## config.mk

```make
export PLATFORM = sky130hd
export DESIGN_NAME = cspr_regs
export DESIGN_NICKNAME = d
export VERILOG_FILES = /design/src/common/cspr_pkg.sv /design/src/design/cspr_regs.sv /design/src/design/cspr_parity.sv /design/src/design/cspr_bank_sel.sv
export SDC_FILE = /design/constraint.sdc
export NUM_CORES = 1
export LEC_CHECK = 0
export ABC_AREA = 1
export BUFFER_PORTS_ARGS = -buffer_cell sky130_fd_sc_hd__buf_2
export CAP_MARGIN = 30
export CORE_MARGIN = 2
export CORE_UTILIZATION = 40
export DETAILED_ROUTE_END_ITERATION = 8
export PLACE_DENSITY = 0.69
export SKIP_CTS_REPAIR_TIMING = 1
export SLEW_MARGIN = 25
export SYNTH_ARGS = -nofsm -noshare
export SYNTH_HDL_FRONTEND = slang
export SYNTH_SLANG_ARGS = --single-unit
```

## constraint.sdc

```tcl
create_clock -name mclk -period 6.3 [get_ports mclk]
set_input_delay 0.945 -clock mclk [delete_from_list [all_inputs] [get_ports mclk]]
set_output_delay 0.945 -clock mclk [all_outputs]
set_load 0.03 [all_outputs]
```

## src/common/cspr_pkg.sv

```systemverilog
package cspr_pkg;

	// special-function addresses
	localparam logic [7:0] ADDR_STACK_TOP  = 8'h81;
	localparam logic [7:0] ADDR_DPTR_LOW   = 8'h82;
	localparam logic [7:0] ADDR_DPTR_HIGH  = 8'h83;
	localparam logic [7:0] ADDR_STATUS     = 8'hD0;
	localparam logic [7:0] ADDR_MAIN_OPND  = 8'hE0;
	localparam logic [7:0] ADDR_AUX_OPND   = 8'hF0;

	// status word field positions
	localparam int unsigned POS_CARRY      = 7;
	localparam int unsigned POS_HALF_CARRY = 6;
	localparam int unsigned POS_USER_ZERO  = 5;
	localparam int unsigned POS_BANK_HIGH  = 4;
	localparam int unsigned POS_BANK_LOW   = 3;
	localparam int unsigned POS_OVERFLOW   = 2;
	localparam int unsigned POS_USER_ONE   = 1;
	localparam int unsigned POS_PARITY     = 0;

	// reset values
	localparam logic [7:0] RST_STATUS      = 8'h00;
	localparam logic [7:0] RST_MAIN_OPND   = 8'h00;
	localparam logic [7:0] RST_AUX_OPND    = 8'h00;
	localparam logic [7:0] RST_STACK_TOP   = 8'h07;
	localparam logic [7:0] RST_DPTR        = 8'h00;

	// low three bits of a bit-addressable address
	localparam logic [2:0] BIT_SPACE_LOW   = 3'h0;
	localparam logic [7:0] MUL_LIMIT       = 8'hFF;

	// flag update request from the execution logic
	typedef enum logic [3:0] {
		CSPR_OP_NONE = 4'h1,
		CSPR_OP_ADD  = 4'h2,
		CSPR_OP_MUL  = 4'h4,
		CSPR_OP_DIV  = 4'h8
	} cspr_op_t;

	typedef struct packed {
		cspr_op_t   op;
		logic       carry;
		logic       half_carry;
		logic       signed_ovf;
		logic [7:0] mul_high;
		logic       div_zero;
	} cspr_flag_req_t;

	// register-port access
	typedef struct packed {
		logic       wr;
		logic       bit_mode;
		logic [7:0] addr;
		logic [2:0] bit_pos;
		logic [7:0] wdata;
	} cspr_access_t;

endpackage : cspr_pkg

```

## src/design/cspr_regs.sv

```systemverilog
`timescale 1ns/100ps
module cspr_regs
	import cspr_pkg::*;
(
	input  wire logic           mclk,
	input  wire logic           rst,
	input  wire cspr_access_t   acc_in,
	input  wire cspr_flag_req_t flag_req,
	input  wire logic           acc_load,
	input  wire logic [7:0]     acc_value,
	input  wire logic           push_req,
	input  wire logic           pop_req,
	output logic [7:0]          rdata,
	output logic                rbit,
	output logic                unmapped,
	output logic [7:0]          status_word,
	output logic [7:0]          main_operand,
	output logic [7:0]          stack_top,
	output logic [15:0]         data_pointer,
	output logic [7:0]          bank_base,
	output logic                push_we,
	output logic [7:0]          push_addr
);
	logic [7:0] status_ff;
	logic [7:0] main_ff;
	logic [7:0] aux_ff;
	logic [7:0] sp_ff;
	logic [7:0] dpl_ff;
	logic [7:0] dph_ff;
	logic [7:0] rdata_ff;
	logic       rbit_ff;
	logic       unmapped_ff;
	logic [7:0] base_ff;
	logic       push_we_ff;
	logic [7:0] push_addr_ff;
	logic [7:0] nxt_main;
	logic [7:0] nxt_status;
	logic [7:0] rd_mux;
	logic       parity_now;
	logic [7:0] base_now;
	logic       hit_any;

	function automatic logic bit_capable(input logic [7:0] a);
		return a[2:0] == BIT_SPACE_LOW;
	endfunction : bit_capable

	function automatic logic [7:0] merge(input logic [7:0] old, input cspr_access_t a);
		logic [7:0] r;
		r = old;
		if (a.bit_mode)
			r[a.bit_pos] = a.wdata[0];
		else
			r = a.wdata;
		return r;
	endfunction : merge

	// bit access is honoured only at bit-capable addresses
	function automatic logic wr_hit(input cspr_access_t a, input logic [7:0] reg_addr);
		return a.wr && a.addr == reg_addr && (!a.bit_mode || bit_capable(reg_addr));
	endfunction : wr_hit

	cspr_parity #(.WIDTH(8)) u_parity (
		.value (nxt_main),
		.odd   (parity_now)
	);

	cspr_bank_sel u_bank (
		.bank ({status_ff[POS_BANK_HIGH], status_ff[POS_BANK_LOW]}),
		.base (base_now)
	);

	// a software write wins over an execution-logic load in the same cycle
	always_comb
	begin
		nxt_main = main_ff;
		if (acc_load)
			nxt_main = acc_value;
		if (wr_hit(acc_in, ADDR_MAIN_OPND))
			nxt_main = merge(main_ff, acc_in);
	end

	always_comb
	begin
		nxt_status = status_ff;
		unique case (flag_req.op)
			CSPR_OP_ADD:
			begin
				nxt_status[POS_CARRY]      = flag_req.carry;
				nxt_status[POS_HALF_CARRY] = flag_req.half_carry;
				nxt_status[POS_OVERFLOW]   = flag_req.signed_ovf;
			end
			CSPR_OP_MUL:
			begin
				nxt_status[POS_CARRY]    = 1'b0;
				nxt_status[POS_OVERFLOW] = flag_req.mul_high != 8'h00;
			end
			CSPR_OP_DIV:
			begin
				nxt_status[POS_CARRY]    = 1'b0;
				nxt_status[POS_OVERFLOW] = flag_req.div_zero;
			end
			CSPR_OP_NONE:
			begin
				nxt_status = status_ff;
			end
			default:
			begin
				nxt_status = status_ff;
			end
		endcase
		if (wr_hit(acc_in, ADDR_STATUS))
			nxt_status = merge(nxt_status, acc_in);
		// parity is never taken from a write; it tracks the operand
		nxt_status[POS_PARITY] = parity_now;
	end

	always_ff @(posedge mclk or posedge rst)
	begin
		if (rst)
			main_ff <= RST_MAIN_OPND;
		else
			main_ff <= nxt_main;
	end

	always_ff @(posedge mclk or posedge rst)
	begin
		if (rst)
			status_ff <= RST_STATUS;
		else
			status_ff <= nxt_status;
	end

	always_ff @(posedge mclk or posedge rst)
	begin
		if (rst)
			aux_ff <= RST_AUX_OPND;
		else if (wr_hit(acc_in, ADDR_AUX_OPND))
			aux_ff <= merge(aux_ff, acc_in);
	end

	// stack: push bumps the pointer and flags a store at old pointer+1 at the same edge; pop only drops it
	always_ff @(posedge mclk or posedge rst)
	begin
		if (rst)
			sp_ff <= RST_STACK_TOP;
		else if (wr_hit(acc_in, ADDR_STACK_TOP))
			sp_ff <= acc_in.wdata;
		else if (push_req)
			sp_ff <= sp_ff + 8'h01;
		else if (pop_req)
			sp_ff <= sp_ff - 8'h01;
	end

	always_ff @(posedge mclk or posedge rst)
	begin
		if (rst)
		begin
			push_we_ff   <= 1'b0;
			push_addr_ff <= 8'h00;
		end
		else
		begin
			push_we_ff   <= push_req;
			push_addr_ff <= sp_ff + 8'h01;
		end
	end

	always_ff @(posedge mclk or posedge rst)
	begin
		if (rst)
		begin
			dpl_ff <= RST_DPTR;
			dph_ff <= RST_DPTR;
		end
		else
		begin
			if (wr_hit(acc_in, ADDR_DPTR_LOW))
				dpl_ff <= acc_in.wdata;
			if (wr_hit(acc_in, ADDR_DPTR_HIGH))
				dph_ff <= acc_in.wdata;
		end
	end

	always_comb
	begin
		hit_any = 1'b1;
		unique case (acc_in.addr)
			ADDR_STACK_TOP: rd_mux = sp_ff;
			ADDR_DPTR_LOW:  rd_mux = dpl_ff;
			ADDR_DPTR_HIGH: rd_mux = dph_ff;
			ADDR_STATUS:    rd_mux = status_ff;
			ADDR_MAIN_OPND: rd_mux = main_ff;
			ADDR_AUX_OPND:  rd_mux = aux_ff;
			default:
			begin
				// reserved space reads zero rather than undefined data
				rd_mux  = 8'h00;
				hit_any = 1'b0;
			end
		endcase
	end

	always_ff @(posedge mclk or posedge rst)
	begin
		if (rst)
		begin
			rdata_ff    <= 8'h00;
			rbit_ff     <= 1'b0;
			unmapped_ff <= 1'b0;
		end
		else
		begin
			rdata_ff    <= rd_mux;
			rbit_ff     <= bit_capable(acc_in.addr) ? rd_mux[acc_in.bit_pos] : 1'b0;
			unmapped_ff <= !hit_any || (acc_in.bit_mode && !bit_capable(acc_in.addr));
		end
	end

	always_ff @(posedge mclk or posedge rst)
	begin
		if (rst)
			base_ff <= 8'h00;
		else
			base_ff <= base_now;
	end

	assign rdata        = rdata_ff;
	assign rbit         = rbit_ff;
	assign unmapped     = unmapped_ff;
	assign status_word  = status_ff;
	assign main_operand = main_ff;
	assign stack_top    = sp_ff;
	assign data_pointer = {dph_ff, dpl_ff};
	assign bank_base    = base_ff;
	assign push_we      = push_we_ff;
	assign push_addr    = push_addr_ff;
endmodule : cspr_regs

```

## src/design/cspr_parity.sv

```systemverilog
`timescale 1ns/100ps
module cspr_parity
	import cspr_pkg::*;
#(
	parameter int unsigned WIDTH = 8
)(
	input  wire logic [WIDTH-1:0] value,
	output logic                  odd
);
	if (WIDTH < 1) begin : g_chk
		$error("cspr_parity: width must be at least 1");
	end

	// odd count of ones reads one
	assign odd = ^value;

endmodule : cspr_parity

```

## src/design/cspr_bank_sel.sv

```systemverilog
`timescale 1ns/100ps
module cspr_bank_sel
	import cspr_pkg::*;
(
	input  wire logic [1:0] bank,
	output logic [7:0]      base
);
	// one bank active at a time: base is bank times eight
	assign base = {3'h0, bank, 3'h0};

endmodule : cspr_bank_sel

```

==> summary.txt <==
Status
  – Status: complete, no violations

Worst setup path
  – Most used cell, CP: nand2_1
  – CP Launch Type: input port
  – Critical path's slowest cell: nor2_4
  – Worst EP arrival: 2.85 ns
  – Worst-path cell chain: buf_2 -> inv_2 -> nand2_1 -> nor2_4 -> nand3_2 -> inv_2 -> nand2_1 -> nand2_1 -> inv_1 -> nand2_1 -> nand2_1 -> nand2_1 -> nand2_1 -> nand2_1 -> nand2_1
  – CP required: around 6.6 ns
  – Worst-path fanout max: 17
  – Worst setup EP type: register
  – Critical Path Max Stage Delay: about 0.37 ns
  – Critical Setup Path Class: in -> reg

Timing
  – Final setup fails: 0
  – Final Skew: approximately 0.0088 ns
  – Worst Tran Pin Value: between 0.6 and 0.7 ns
  – Setup tns final: 0 ns
  – Final hold violation count: 0
  – Worst slew margin: between 50 and 60%
  – Final setup margin: around 3.7 ns
  – Period Utilization, post-route: between 40% and 50%
  – RSZ-0062 raised after global routing: no
  – Slew Limit Fails: 0
  – WHS: 0.4360 ns
  – Fmax: a little under 400 MHz
  – Period minus WS final: roughly 2.6 ns

CTS
  – Worst skew pair latency: around 0.35 ns
  – Root Driver: clkbuf_8
  – H-tree levels: 3
  – Sink Count: slightly below 70
  – CTS tree: yes
  – TritonCTS Buffers: 9
  – Bufs on Longest Clock Path: 2
  – CTS clock-pin slew for the worst setup and hold paths: approximately 0.080 ns

Yosys
  – Mapped cell area: around 4200 um^2
  – Synth async-reset ratio: 100.0%
  – Compound-Gate Fraction of Synth Area: 11.63%
  – Syn Inst Count: 608
  – Count of cell types in the netlist: 33
  – Synth Area in XOR/XNOR: between 1.5 and 2%
  – Yosys Warn Count: 0
  – Main synth FF type: dfrtp_1
  – Number of synthesized flops with an enable pin: 0
  – Simple-gate share of the synthesized area: between 30% and 40%
  – Adder-cell share of the synthesized area: less than 1%
  – Yosys reg bits: 69
  – Largest family of logic cells by synthesized area: simple AND/OR/NAND/NOR gates
  – Register area share after synthesis: between 40% and 50%
  – Synth Area per Inst: just under 7 um^2
  – Mux contribution to synthesized area: 0%

Routing
  – # DRC: 0
  – Avg WL per Cell: between 10 and 15 um
  – Final wirelength: 12300 um
  – Post-route antenna net violation count: 0
  – TritonRoute pass-1 iters: 4
  – Vias per cell: between 5 and 6
  – Vias: approximately 4.4k
  – Iter 0 DRT Violations: between 200 and 300

Global route
  – GRT Total Usage: between 20% and 30%
  – Largest net degree at the start of global routing: 70
  – GR Overflow Total: 0
  – Antenna violations before repair: 0
  – First-pass GRT wire length: about 20000 um
  – Number of global-route vias before repair: approximately 4.2k

Placed design
  – Number of buffers added on ports: between 100 and 150
  – RePlAce Congestion: 0.8963
  – Detailed Place HPWL: about 9500 um
  – Place WS: roughly 3.3 ns
  – Inst Count DP: about 840

Cells and area
  – Fill cell count: 1056
  – Final cell count without fillers: between 800 and 900
  – Commonest cells after routing, fill and taps aside: 193 x nand2_1, 110 x buf_2, 77 x inv_1, 67 x nand3_1, 66 x dfrtp_1
  – Nets: 770
  – Most common cell after layout, fill and taps aside: nand2_1
  – Layout cells sized above 1: roughly a fifth
  – # diodes: 0
  – Area delta synth->final: 20.85%

Floorplan
  – Chip Height: 106.0 um
  – IO Pins: 117
  – Die Span X: about 110 um
  – Die area: roughly 11000 um^2
  – Initial Utilization: between 40 and 50%
  – Row count: 37
  – Core ar.: approximately 10000 um^2

Pwr
  – Net Switching: about 560 uW
  – Logic pwr share: 32.1%
  – Clock share of power: 26.7%
  – Net Sw Frac: around 40%
  – Worst vdd rail ir drop: 0.0001226 V
  – Part of the power in registers: 41.2%
  – Pwr Total: 1402 uW
  – Pwr Density: between 200 and 300 nW/um^2
  – Pint: 837.9 uW
  – Leakage: between 0.002 and 0.003 uW

Hold path
  – Worst min-delay path class: reg -> reg

Run
  – Max Cap Viol: 0
synthesized netlist by cell type (2+ instances only):
cell / number / share of area, %
o22ai_1: 5 / 0.75
inv_1: 78 / 7.0
nand3_2: 2 / 0.48
nor3_1: 4 / 0.48
inv_2: 3 / 0.27
o21ai_0: 58 / 7.0
o21bai_1: 3 / 0.54
buf_2: 7 / 0.84
o211ai_1: 4 / 0.72
nand2_1: 193 / 17
dfstp_2: 3 / 1.9
nand3_1: 67 / 8.1
a21oi_1: 5 / 0.60
xor2_1: 9 / 1.9
clkbuf_1: 4 / 0.36
ha_1: 2 / 0.60
nor3_2: 4 / 0.96
nand4_1: 3 / 0.45
nor2_4: 2 / 0.54
buf_4: 8 / 1.4
nor2_1: 58 / 5.2
dfrtp_1: 66 / 40
a31oi_1: 5 / 0.75
o21ai_1: 6 / 0.72
worst paths after layout:
check	start	end	slack (ns)	cells after the start
max	acc_in[11]	status_word[0]$_DFF_PP0_	3.70	15
min	status_word[4]$_DFFE_PP0P_	bank_base[4]$_DFF_PP0_	0.44	0
max reg2reg	stack_top[0]$_DFFE_PP1P_	stack_top[6]$_DFFE_PP0P_	4.35	11
min reg2reg	status_word[4]$_DFFE_PP0P_	bank_base[4]$_DFF_PP0_	0.44	0
max in group asynchronous	rst	stack_top[1]$_DFFE_PP1P_	5.04	4
min in group asynchronous	rst	status_word[4]$_DFFE_PP0P_	0.65	3
metrics by stage:
step           instance area, um^2  util [%]
2_1_floorplan                 4183         -
3_3_place_gp                  4813     47.05
3_5_place_dp                  4813     47.05
4_1_cts                       5012     48.99
5_1_grt                       5032     49.19
6_report                      5032     49.19
registers in the layout, indices dropped and copies added (netlist names):
signal and count:
bank_base 2, push_we 1, dpl_ff 8, rdata 8, stack_top 8, main_operand 8
push_addr 8, status_word 8, unmapped 1, rbit 1, aux_ff 8, dph_ff 8
final cells by class:
cell class                 instances  area [um^2]  area share [%]
multi-input combinational        443         2039           40.53
sequential                        69         1730           34.39
timing repair buffer             113        585.6           11.64
inverter                          82        307.8           6.116
tap                              136        170.2           3.381
clock buffer                      10        137.6           2.735
clock inverter                     6        61.31           1.218
worst max-delay path, delay by kind of cell:
| family | cells | cell delay (ns) |
|---|---|---|
| and+or+nand+nor | 11 | 1.39 |
| buffers and inverters | 4 | 0.51 |
routing by layer:
layer	up-vias	wire, um	part of all wire (%)	track usage (%)
li1	2152	-	-	-
met1	2054	5499	45	30.57
met2	182	5735	47	36.87
met3	24	786	6.4	3.066
met4	0	282	2.3	8.083
met5	-	0	0	0
power by group through the flow:
stage | combinational [uW] | sequential, uW | clock [uW]
floorplan | 214 | 677 | 0
global placement | 439 | 583 | 0
detailed placement | 446 | 584 | 0
CTS | 448 | 576 | 376
global route | 494 | 585 | 398
finish | 450 | 577 | 375
logic make-up (layout without fill, tap and decap cells):
kind of cell	after synthesis	in the layout
other	1	6
XOR/XNOR	9	9
AO/OA/AOI/OAI	89	89
AND/OR/NAND/NOR	337	337
buffers and inverters	101	211
adder cells (fa/ha/maj)	2	2
flip-flops	69	69
Note: power is estimated with default switching activity, not from simulation.
